===== src/port_c_regs.vh =====
// register offsets, field positions and reset values of the port c block
`ifndef PORT_C_REGS_VH
`define PORT_C_REGS_VH

`define PC_ADDR_W 4
`define PC_ADDR_PIN_VALUE 4'h0
`define PC_ADDR_OUT_LATCH 4'h1
`define PC_ADDR_DIRECTION 4'h2
`define PC_ADDR_ANALOG_CFG 4'h3
`define PC_ADDR_CONTROL 4'h4
`define PC_ADDR_STATUS 4'h5

`define PC_DIR_RESET 8'hcf
`define PC_DIR_MASK 8'hcf
`define PC_LAT_RESET 8'h00
`define PC_ANCFG_RESET 8'h00
`define PC_CTRL_RESET 8'h00
`define PC_CTRL_MASK 8'h03

`define PC_ANCFG_CHAN11_BIT 3
`define PC_CTRL_OSC_EN_BIT 0
`define PC_CTRL_ONCHIP_XCVR_BIT 1

`define PC_PIN_OSC_OUT 0
`define PC_PIN_OSC_IN 1
`define PC_PIN_ANALOG 2
`define PC_PIN_XCVR_LO 4
`define PC_PIN_XCVR_HI 5

`endif


===== src/port_c_pin_cell.v =====
// one port c pin: direction arbitration, registered pin drive and input sample
`timescale 1ns/1ps
module port_c_pin_cell #(
  parameter HAS_DIR = 1
) (
  input wire clk,
  input wire srst,
  input wire dir_bit,
  input wire lat_bit,
  input wire alt_en,
  input wire alt_data,
  input wire force_out,
  input wire force_in,
  input wire force_data,
  input wire dig_off,
  input wire pin_i,
  output reg pin_o_q,
  output reg pin_oe_n_q,
  output reg pin_sample_q,
  output wire drive_now
);

  wire dir_eff;
  wire drive_d;
  wire data_d;

  // a pin without a direction bit is an input unless something forces it out
  assign dir_eff = (HAS_DIR != 0) ? dir_bit : 1'b1;

  // disabled digital wins, then forced input, then forced output, then the
  // stored direction; a forced input is safer than contention on the wire
  assign drive_d = ~dig_off & ~force_in & (force_out | ~dir_eff);
  assign data_d = force_out ? force_data : (alt_en ? alt_data : lat_bit);
  assign drive_now = drive_d;

  // drive registered so the pad never sees decode glitches
  always @(posedge clk) begin
    if (srst) begin
      pin_o_q <= 1'b0;
      pin_oe_n_q <= 1'b1;
      pin_sample_q <= 1'b0;
    end else begin
      pin_o_q <= drive_d ? data_d : 1'b0;
      pin_oe_n_q <= ~drive_d;
      pin_sample_q <= pin_i;
    end
  end

endmodule


===== src/port_c_gpio.v =====
// eight-bit bidirectional general-purpose port c with peripheral overrides
//
// Design decisions made here: the address-and-strobe port and the address map.
`timescale 1ns/1ps
`include "port_c_regs.vh"
//
// Contract
// - eight pins, each with its own latch and pin-value bit; all but four and five have a direction bit.
// - direction bit one puts the pin driver in high impedance.
// - direction bit zero drives the pin from its output latch bit.
// - reading the latch register returns the latch, not the pin level.
// - an enabled peripheral may force a pin to output or input.
// - the direction register reads back what software stored, despite overrides.
// - pins four and five have no direction bits; as port pins only inputs.
// - external transceiver keeps pins four, five inputs; on-chip follows its operation.
// - after reset all pins but two are digital inputs.
// - pin two resets to analog input, chosen in the analog config register.
// - oscillator enabled gives pins zero and one to it, digital off.
// - pins zero to two carry remappable functions, in or out by direction.
// - pin two is converter channel eleven while it is analog.
//
module port_c_gpio (
  input wire clk,
  input wire srst,
  input wire [`PC_ADDR_W-1:0] addr,
  input wire [7:0] wdata,
  input wire wr_stb,
  input wire rd_stb,
  output reg [7:0] rdata_q,
  input wire [7:0] pin_i,
  output wire [7:0] pin_o,
  output wire [7:0] pin_oe_n,
  input wire [7:0] periph_force_out,
  input wire [7:0] periph_force_in,
  input wire [7:0] periph_out_data,
  input wire [2:0] remap_out_en,
  input wire [2:0] remap_out_data,
  output wire remap_pin_eleven,
  output wire remap_pin_twelve,
  output wire remap_pin_thirteen,
  output wire counter_clock_in,
  input wire xcvr_tx_active,
  input wire [1:0] xcvr_tx_data,
  output wire [1:0] xcvr_rx_data,
  output wire lowfreq_osc_en,
  output wire analog_channel_eleven
);

  // software-visible state
  reg [7:0] c_port_output_latch_q;
  reg [7:0] c_port_direction_q;
  reg [7:0] analog_config_second_q;
  reg [7:0] control_q;

  // per-pin arbitration inputs and results
  wire [7:0] pin_sample;
  wire [7:0] drive_now;
  wire [7:0] dig_off;
  wire [7:0] force_out;
  wire [7:0] force_in;
  wire [7:0] force_data;
  wire [7:0] alt_en;
  wire [7:0] alt_data;
  wire [7:0] c_port_pin_value;
  wire [7:0] status_word;
  wire chan_eleven_digital_select;
  wire osc_on;
  wire onchip_xcvr;
  wire xcvr_drive;
  reg [7:0] rdata_d;

  // register decodes
  wire wr_pin;
  wire wr_lat;
  wire wr_dir;
  wire wr_ancfg;
  wire wr_ctrl;

  assign wr_pin = wr_stb & (addr == `PC_ADDR_PIN_VALUE);
  assign wr_lat = wr_stb & (addr == `PC_ADDR_OUT_LATCH);
  assign wr_dir = wr_stb & (addr == `PC_ADDR_DIRECTION);
  assign wr_ancfg = wr_stb & (addr == `PC_ADDR_ANALOG_CFG);
  assign wr_ctrl = wr_stb & (addr == `PC_ADDR_CONTROL);

  // field pick-outs
  assign chan_eleven_digital_select = analog_config_second_q[`PC_ANCFG_CHAN11_BIT];
  assign osc_on = control_q[`PC_CTRL_OSC_EN_BIT];
  assign onchip_xcvr = control_q[`PC_CTRL_ONCHIP_XCVR_BIT];

  // output latch, one bit per pin
  // pin-value write lands in the latch
  always @(posedge clk) begin
    if (srst) begin
      c_port_output_latch_q <= `PC_LAT_RESET;
    end else if (wr_lat | wr_pin) begin
      c_port_output_latch_q <= wdata;
    end
  end

  // reset direction to inputs everywhere a direction bit exists
  // bits four and five are not stored and stay zero
  always @(posedge clk) begin
    if (srst) begin
      c_port_direction_q <= `PC_DIR_RESET;
    end else if (wr_dir) begin
      c_port_direction_q <= wdata & `PC_DIR_MASK;
    end
  end

  // analog config resets with pin two analog
  always @(posedge clk) begin
    if (srst) begin
      analog_config_second_q <= `PC_ANCFG_RESET;
    end else if (wr_ancfg) begin
      analog_config_second_q <= wdata;
    end
  end

  // oscillator enable and transceiver select
  always @(posedge clk) begin
    if (srst) begin
      control_q <= `PC_CTRL_RESET;
    end else if (wr_ctrl) begin
      control_q <= wdata & `PC_CTRL_MASK;
    end
  end

  // oscillator owns pins zero and one, digital path off
  assign dig_off[`PC_PIN_OSC_OUT] = osc_on;
  assign dig_off[`PC_PIN_OSC_IN] = osc_on;
  // channel eleven select bit makes pin two digital
  // otherwise pin two stays an analog input
  assign dig_off[`PC_PIN_ANALOG] = ~chan_eleven_digital_select;
  assign dig_off[3] = 1'b0;
  assign dig_off[`PC_PIN_XCVR_LO] = 1'b0;
  assign dig_off[`PC_PIN_XCVR_HI] = 1'b0;
  assign dig_off[7:6] = 2'h0;

  // only the on-chip transceiver while sending drives pins four, five
  assign xcvr_drive = onchip_xcvr & xcvr_tx_active;

  // peripheral overrides; pins four, five take the transceiver instead
  assign force_out[3:0] = periph_force_out[3:0];
  assign force_out[`PC_PIN_XCVR_LO] = xcvr_drive;
  assign force_out[`PC_PIN_XCVR_HI] = xcvr_drive;
  assign force_out[7:6] = periph_force_out[7:6];
  assign force_in[3:0] = periph_force_in[3:0];
  assign force_in[5:4] = 2'h0;
  assign force_in[7:6] = periph_force_in[7:6];
  assign force_data[3:0] = periph_out_data[3:0];
  assign force_data[5:4] = xcvr_tx_data;
  assign force_data[7:6] = periph_out_data[7:6];

  // remappable outputs on pins zero to two, used only with direction 0
  assign alt_en[2:0] = remap_out_en;
  assign alt_en[7:3] = 5'h00;
  assign alt_data[2:0] = remap_out_data;
  assign alt_data[7:3] = 5'h00;

  // one cell per pin, spelled out so each pin's role reads at a glance
  // direction one leaves the pin undriven
  // direction zero drives the latch bit
  // pin zero: oscillator output, counter input, remap eleven
  port_c_pin_cell u_cell_0 (
    .clk(clk),
    .srst(srst),
    .dir_bit(c_port_direction_q[0]),
    .lat_bit(c_port_output_latch_q[0]),
    .alt_en(alt_en[0]),
    .alt_data(alt_data[0]),
    .force_out(force_out[0]),
    .force_in(force_in[0]),
    .force_data(force_data[0]),
    .dig_off(dig_off[0]),
    .pin_i(pin_i[0]),
    .pin_o_q(pin_o[0]),
    .pin_oe_n_q(pin_oe_n[0]),
    .pin_sample_q(pin_sample[0]),
    .drive_now(drive_now[0])
  );
  // pin one: oscillator input, remap twelve
  port_c_pin_cell u_cell_1 (
    .clk(clk),
    .srst(srst),
    .dir_bit(c_port_direction_q[1]),
    .lat_bit(c_port_output_latch_q[1]),
    .alt_en(alt_en[1]),
    .alt_data(alt_data[1]),
    .force_out(force_out[1]),
    .force_in(force_in[1]),
    .force_data(force_data[1]),
    .dig_off(dig_off[1]),
    .pin_i(pin_i[1]),
    .pin_o_q(pin_o[1]),
    .pin_oe_n_q(pin_oe_n[1]),
    .pin_sample_q(pin_sample[1]),
    .drive_now(drive_now[1])
  );
  // pin two: converter channel eleven or digital, remap thirteen
  port_c_pin_cell u_cell_2 (
    .clk(clk),
    .srst(srst),
    .dir_bit(c_port_direction_q[2]),
    .lat_bit(c_port_output_latch_q[2]),
    .alt_en(alt_en[2]),
    .alt_data(alt_data[2]),
    .force_out(force_out[2]),
    .force_in(force_in[2]),
    .force_data(force_data[2]),
    .dig_off(dig_off[2]),
    .pin_i(pin_i[2]),
    .pin_o_q(pin_o[2]),
    .pin_oe_n_q(pin_oe_n[2]),
    .pin_sample_q(pin_sample[2]),
    .drive_now(drive_now[2])
  );
  // pin three: plain port pin with peripheral overrides
  port_c_pin_cell u_cell_3 (
    .clk(clk),
    .srst(srst),
    .dir_bit(c_port_direction_q[3]),
    .lat_bit(c_port_output_latch_q[3]),
    .alt_en(alt_en[3]),
    .alt_data(alt_data[3]),
    .force_out(force_out[3]),
    .force_in(force_in[3]),
    .force_data(force_data[3]),
    .dig_off(dig_off[3]),
    .pin_i(pin_i[3]),
    .pin_o_q(pin_o[3]),
    .pin_oe_n_q(pin_oe_n[3]),
    .pin_sample_q(pin_sample[3]),
    .drive_now(drive_now[3])
  );
  // pin four, transceiver line, built without direction
  port_c_pin_cell #(
    .HAS_DIR(0)
  ) u_cell_4 (
    .clk(clk),
    .srst(srst),
    .dir_bit(c_port_direction_q[4]),
    .lat_bit(c_port_output_latch_q[4]),
    .alt_en(alt_en[4]),
    .alt_data(alt_data[4]),
    .force_out(force_out[4]),
    .force_in(force_in[4]),
    .force_data(force_data[4]),
    .dig_off(dig_off[4]),
    .pin_i(pin_i[4]),
    .pin_o_q(pin_o[4]),
    .pin_oe_n_q(pin_oe_n[4]),
    .pin_sample_q(pin_sample[4]),
    .drive_now(drive_now[4])
  );
  // pin five, transceiver line, built without direction
  port_c_pin_cell #(
    .HAS_DIR(0)
  ) u_cell_5 (
    .clk(clk),
    .srst(srst),
    .dir_bit(c_port_direction_q[5]),
    .lat_bit(c_port_output_latch_q[5]),
    .alt_en(alt_en[5]),
    .alt_data(alt_data[5]),
    .force_out(force_out[5]),
    .force_in(force_in[5]),
    .force_data(force_data[5]),
    .dig_off(dig_off[5]),
    .pin_i(pin_i[5]),
    .pin_o_q(pin_o[5]),
    .pin_oe_n_q(pin_oe_n[5]),
    .pin_sample_q(pin_sample[5]),
    .drive_now(drive_now[5])
  );
  // pin six: plain port pin with peripheral overrides
  port_c_pin_cell u_cell_6 (
    .clk(clk),
    .srst(srst),
    .dir_bit(c_port_direction_q[6]),
    .lat_bit(c_port_output_latch_q[6]),
    .alt_en(alt_en[6]),
    .alt_data(alt_data[6]),
    .force_out(force_out[6]),
    .force_in(force_in[6]),
    .force_data(force_data[6]),
    .dig_off(dig_off[6]),
    .pin_i(pin_i[6]),
    .pin_o_q(pin_o[6]),
    .pin_oe_n_q(pin_oe_n[6]),
    .pin_sample_q(pin_sample[6]),
    .drive_now(drive_now[6])
  );
  // pin seven: plain port pin with peripheral overrides
  port_c_pin_cell u_cell_7 (
    .clk(clk),
    .srst(srst),
    .dir_bit(c_port_direction_q[7]),
    .lat_bit(c_port_output_latch_q[7]),
    .alt_en(alt_en[7]),
    .alt_data(alt_data[7]),
    .force_out(force_out[7]),
    .force_in(force_in[7]),
    .force_data(force_data[7]),
    .dig_off(dig_off[7]),
    .pin_i(pin_i[7]),
    .pin_o_q(pin_o[7]),
    .pin_oe_n_q(pin_oe_n[7]),
    .pin_sample_q(pin_sample[7]),
    .drive_now(drive_now[7])
  );

  // pins with digital off read zero
  assign c_port_pin_value = pin_sample & ~dig_off;

  // remappable inputs see the pin level only while digital is on
  assign remap_pin_eleven = c_port_pin_value[0];
  assign remap_pin_twelve = c_port_pin_value[1];
  assign remap_pin_thirteen = c_port_pin_value[2];
  // counter input shares pin zero
  assign counter_clock_in = c_port_pin_value[0];
  // receive path from the transceiver pins
  assign xcvr_rx_data = c_port_pin_value[5:4];

  // tell the oscillator it owns its pins
  assign lowfreq_osc_en = osc_on;
  // pin two is routed to converter channel eleven while analog
  assign analog_channel_eleven = ~chan_eleven_digital_select;

  // status shows which pins the cells will drive from the next clock edge on
  assign status_word = drive_now;

  // read mux; unmapped addresses read zero
  always @* begin
    rdata_d = 8'h00;
    case (addr)
      `PC_ADDR_PIN_VALUE: rdata_d = c_port_pin_value;
      `PC_ADDR_OUT_LATCH: rdata_d = c_port_output_latch_q;
      // stored direction, overrides not visible here
      `PC_ADDR_DIRECTION: rdata_d = c_port_direction_q;
      `PC_ADDR_ANALOG_CFG: rdata_d = analog_config_second_q;
      `PC_ADDR_CONTROL: rdata_d = control_q;
      `PC_ADDR_STATUS: rdata_d = status_word;
      default: rdata_d = 8'h00;
    endcase
  end

  // read data valid only in the cycle after the strobe, zero otherwise
  always @(posedge clk) begin
    if (srst) begin
      rdata_q <= 8'h00;
    end else if (rd_stb) begin
      rdata_q <= rdata_d;
    end else begin
      rdata_q <= 8'h00;
    end
  end

endmodule


===== config.mk =====
export PLATFORM = sky130hd
export DESIGN_NAME = port_c_gpio
export DESIGN_NICKNAME = d
export VERILOG_FILES = /design/src/port_c_pin_cell.v /design/src/port_c_gpio.v
export VERILOG_INCLUDE_DIRS = /design/src
export SDC_FILE = /design/constraint.sdc
export NUM_CORES = 1
export LEC_CHECK = 0
export BUFFER_PORTS_ARGS = -buffer_cell sky130_fd_sc_hd__buf_2
export CORE_UTILIZATION = 54
export CTS_BUF_LIST = sky130_fd_sc_hd__clkbuf_4 sky130_fd_sc_hd__clkbuf_8
export CTS_CLUSTER_SIZE = 12
export DETAILED_ROUTE_END_ITERATION = 8
export PLACE_DENSITY_LB_ADDON = 0.08
export SKIP_CTS_REPAIR_TIMING = 1
export SLEW_MARGIN = 0
export SYNTH_ARGS = -nofsm -noshare
export SYNTH_HDL_FRONTEND = slang
export SYNTH_SLANG_ARGS = --single-unit
export TNS_END_PERCENT = 50

===== constraint.sdc =====
create_clock -name clk -period 2.75 [get_ports clk]
set_clock_uncertainty 0.1 [all_clocks]
set_input_delay 0.275 -clock clk [delete_from_list [all_inputs] [get_ports clk]]
set_output_delay 0.275 -clock clk [all_outputs]
set_load 0.05 [all_outputs]

* Yosys cells after proc, flatten, opt, wreduce, memory -nomap -nowiden
Index checks and enable logic that the tools add are counted. W data, S select, Z words.
Storage, ports and cells: register bits after elaboration 55, input port bits 57
Cells by class: equal/unequal tests 5, mux-type cells 10, bitwise gates (word level) 46, reduce and logical (&&, ||, !) cells 9
Operator list (number):
- $pmux W8 S6 | 1
- $not A1 Y1 | 22
- $reduce_or A2 Y1 | 8
- $and A1 B1 Y1 | 15
- $mux W1 | 9
- $and A8 B8 Y8 | 1
- $eq A4 B2 Y1 const B | 2
- $eq A4 B3 Y1 const B | 2
- $not A3 Y8 | 1
- $or A1 B1 Y1 | 7
- $eq A4 B1 Y1 const B | 1
- $logic_not A4 Y1 | 1

* Longest topological paths before layout
depth in word-level cells 5, mapped depth 6, mapped depth without buffers 4

* Cells and area by module
From an unflattened synthesis, not the netlist that was laid out.
Unflattened totals: cell total of the unflattened synthesis 263, area, all modules 2541.2 um2
Modules (own cells, without submodules):
- port_c_gpio | times used 1, cells each 181, area each 1610.3 um2
- port_c_pin_cell at u_cell_0 ... | times used 6, cells each 11, area each 122.6 um2
- port_c_pin_cell at u_cell_4 ... | times used 2, cells each 8, area each 97.6 um2

* Least setup slack after synthesis
OpenSTA, ideal clock, no wires.
path kind reg2reg, from register control_q[0], to register rdata_q[1], setup time 69 ps, arrival time 1982 ps, data required time 2581 ps, path slack 599 ps, cell stages (with the launch flop) 5, period minus slack after synthesis 2151 ps, path through dfxtp_1 -> nor2b_1 -> a222oi_1 -> or4_1 -> o21ai_1
On the way: elaborated cells between the ends (all ways) 6
RTL lines:
- start, declared | RTL line port_c_gpio.v:53 | reg [7:0] control_q;
- start signal, assigned | RTL line port_c_gpio.v:122 | control_q <= `PC_CTRL_RESET;
- start signal, assigned | RTL line port_c_gpio.v:124 | control_q <= wdata & `PC_CTRL_MASK;
- $not A3 Y8 | RTL line port_c_gpio.v:313 | assign c_port_pin_value = pin_sample & ~dig_off;
- $and A8 B8 Y8 | RTL line port_c_gpio.v:313
- via remap_pin_twelve | RTL line port_c_gpio.v:39 | output wire remap_pin_twelve,
- $pmux W8 S6 | RTL line port_c_gpio.v:335 | case (addr)
- end signal, assigned | RTL line port_c_gpio.v:352 | rdata_q <= rdata_d;
- end, declared | RTL line port_c_gpio.v:29 | output reg [7:0] rdata_q,
The timed path passes the listed nets, and every way through them passes these cells. A chain may end at the register's enable or synchronous reset.

* Worst setup path in the final report
from input addr[3], to register c_port_direction_q[7]
On the way: word-level cells in the longest chain between the ends 2
RTL lines:
- start, declared | RTL line port_c_gpio.v:25 | input wire [`PC_ADDR_W-1:0] addr,
- $eq A4 B2 Y1
- $and A1 B1 Y1 | RTL line port_c_gpio.v:81 | assign wr_dir = wr_stb & (addr == `PC_ADDR_DIRECTION);
- end signal, assigned | RTL line port_c_gpio.v:104 | c_port_direction_q <= `PC_DIR_RESET;
- end signal, assigned | RTL line port_c_gpio.v:106 | c_port_direction_q <= wdata & `PC_DIR_MASK;
- end, declared | RTL line port_c_gpio.v:51 | reg [7:0] c_port_direction_q;
Every way passes these cells.

==> results by group <==
Clock tree
  • CTS buffer count: 5
  • Max Buffers Root-to-Sink: 2
  • Clk_lat worst skew: about 300 ps
  • CTS clock-pin slew for the worst setup and hold paths: about 90 ps
  • Clk sinks: 55
  • TritonCTS clock tree: yes
  • Clk Tree Root Cell: clkbuf_8
  • H-tree levels: 2

GRT
  • GR Util met1: 28.6%
  • Vias in the first global route: approximately 1700
  • Initial antenna violation count: 0
  • Pin count of the biggest net entering global routing: 40
  • Met2 Use GR: between 30 and 40%
  • First-pass GRT wire length: ~7700 um
  • Met3 Usage GRT: under 10%
  • GR Util All Layers: 23.0%
  • Grt peak-use layer: met2
  • GRT overflow: 0

Logic synthesis
  • Yosys warns: 0
  • Ys async rst share: 0%
  • Number of synthesized flops with an enable pin: 0
  • Synthesized cell area: ~2400 sq um
  • Synthesized Nets: around 320
  • Post-Syn Instances: between 200 and 300
  • Cell taking the most area after synthesis: dfxtp_1
  • Syn_area_per_cell: 9.07 sq um
  • Most frequent cell after synthesis: dfxtp_1
  • Most instantiated cells after synthesis: dfxtp_1 (55), nand2_1 (40), nor2_1 (23)
  • Yosys top cell area share: around 47%
  • Yosys cell types: about 40
  • Synth area leaders: dfxtp_1 (47%), buf_4 (6.4%), nand2_1 (6.4%)
  • Ys flop type: dfxtp_1
  • FF+latch count, synth: 55
  • Sequential element share of the synthesized area: approximately 47%

Finish
  • Layout cell share with drive strength beyond 1: around 33%
  • Non-Filler Instances: about 370
  • Fin util: approximately two thirds
  • P&R area growth vs syn: 16.2%
  • Final nets: between 300 and 400
  • N_diodes: 0

STA
  • Final setup TNS: 0 ps
  • Final setup vio count: 0
  • Highest clock rate: between 600 and 700 MHz
  • Endpoints failing hold: 0
  • Minimum clock period: 1560 ps
  • RSZ-0062 raised after global routing: no
  • Worst-margin pin slew: ~600 ps
  • Tcrit/Tclk final: a little under three fifths
  • Slew Viols, Final: 0
  • WHS: roughly 74 ps
  • Slew margin rel.: approximately 60%

Drt
  • Post-route DRC: 0
  • Drt total wl: roughly 4800 um
  • DR vias/cell: about 5.1
  • Drt first pass iters: 5
  • Iter 0 DRT Violations: 96
  • Vias: between 1500 and 2000
  • ANT nets after route: 0
  • DR WL/cell: ~13 um

Worst setup path
  • CP Max Fanout: 12
  • Crit-path cells: buf_2, nor2_4, nand4b_1, a211o_1
  • Slowest stage delay, CP: approximately 520 ps
  • Critical path type: input pin to register
  • Startpoint Class: input pin
  • Worst Setup End Kind: register
  • Worst path required time: between 2000 and 3000 ps
  • WP data arrival: about 1700 ps
  • Cell with the largest stage delay on the worst path: nand4b_1

Floorplanning
  • Die ar.: around 4600 sq um
  • Core area: 4090 sq um
  • Row cnt: 23
  • Initial Util: approximately 58%
  • Die height: between 60 and 70 um
  • I/O pins: slightly below 90
  • Die width: ~70 um

Worst hold path
  • Hold crit path type: input pin to register

Placed design
  • IO buf count: between 80 and 90
  • Placed Cells: between 300 and 400
  • Post-DP HPWL: 3490 um
  • RePlAce Congestion: between 0.8 and 0.9

Power and ir drop
  • PwrDens: ~540 nW/um^2
  • Sw Share: 23.9%
  • Internal: between 1 and 1.5 mW
  • Clock power share: between 30% and 40%
  • Logic pwr share: between 10% and 20%
  • LEAKAGE: 1.21 nW
  • Reg power frac: 55.6%
  • Peak VDD IR: approximately 0.28 mV
  • Sw Pwr: between 0.3 and 0.4 mW

Outcome
  • Outcome: complete, no violations

Flow run
  • Max Cap Viol: 0
-- worst paths after layout --
kind / start / end / slack [ps] / cells after the start
setup / recovery: addr[3] / c_port_direction_q[7] / 1190 / 4
setup reg to reg: control_q[0] / rdata_q[1] / 1420 / 4
hold / removal: xcvr_tx_data[1] / u_cell_5.pin_o_q / 70 / 2
hold reg to reg: analog_config_second_q[4] / analog_config_second_q[4] / 360 / 2
-- cell type report --
type | count | area (sq um)
fill | 389 | 1350
multi-input combinational | 160 | 1000
inverter | 15 | 56.3
timing repair buffer | 83 | 418
sequential | 55 | 1100
clock buffer | 8 | 104
tap | 50 | 62.6
-- state kept, by name, indices dropped and copies added (netlist names), 2 cells and up --
name,cells
analog_config_second_q,8
c_port_direction_q,6
c_port_output_latch_q,8
rdata_q,8
control_q,2
-- placed cells by master, fill, tap and decap left out, drive strengths merged, types with 2 or more instances in the layout --
cell	n
mux2i	8
o21ai	2
inv	15
a32oi	2
nor2	24
a211o	7
mux2	4
nor2b	11
clkbuf	8
nand2	40
a222oi	2
mux4	3
or2	3
a211oi	3
buf	83
and2	4
a2bb2oi	3
a21oi	19
nand2b	4
a31oi	2
nor3	2
dfxtp	55
nand3b	4
a21o	3
-- power by group through the flow --
stage,registers (mW),logic (mW),clock network [mW]
after detailed placement,0.841,0.178,0
after global placement,0.840,0.177,0
after CTS,0.822,0.179,0.494
after global routing,0.825,0.194,0.531
after floorplan,0.842,0.121,0
final,0.822,0.177,0.480
-- metal layers --
layer  vias to the layer above  part of all wire, %  routed length, um
met4                         0                  1.0                 50
met2                        66                   49               2350
met5                         -                    0                  0
li1                        973                    -                  -
met3                         4                  7.3                348
met1                       850                   43               2050
-- worst max-delay path: cells and delay by family --
family                 cells  cell delay, ps
AO/OA/AOI/OAI              1             450
buffers and inverters      1             160
AND/OR/NAND/NOR            2             770
-- cells by family (layout without fill, tap and decap cells) --
kind of cell | count (synthesis) | in the layout | synth area share [%]
compound gates | 46 | 46 | 13.3
mux | 15 | 15 | 8.17
buf+inv | 45 | 106 | 10.9
flops | 55 | 55 | 46.7
simple gates | 99 | 99 | 20.9
-- through the flow --
step	power [mW]	area [sq um]	worst slack (ps)
3_3_place_gp	1.02	2640	915
3_5_place_dp	1.02	2640	878
4_1_cts	1.49	2740	1190
6_report	1.48	2740	1190
5_1_grt	1.55	2740	1090
2_1_floorplan	0.963	2360	599
Note: power is estimated with default switching activity, not from simulation.
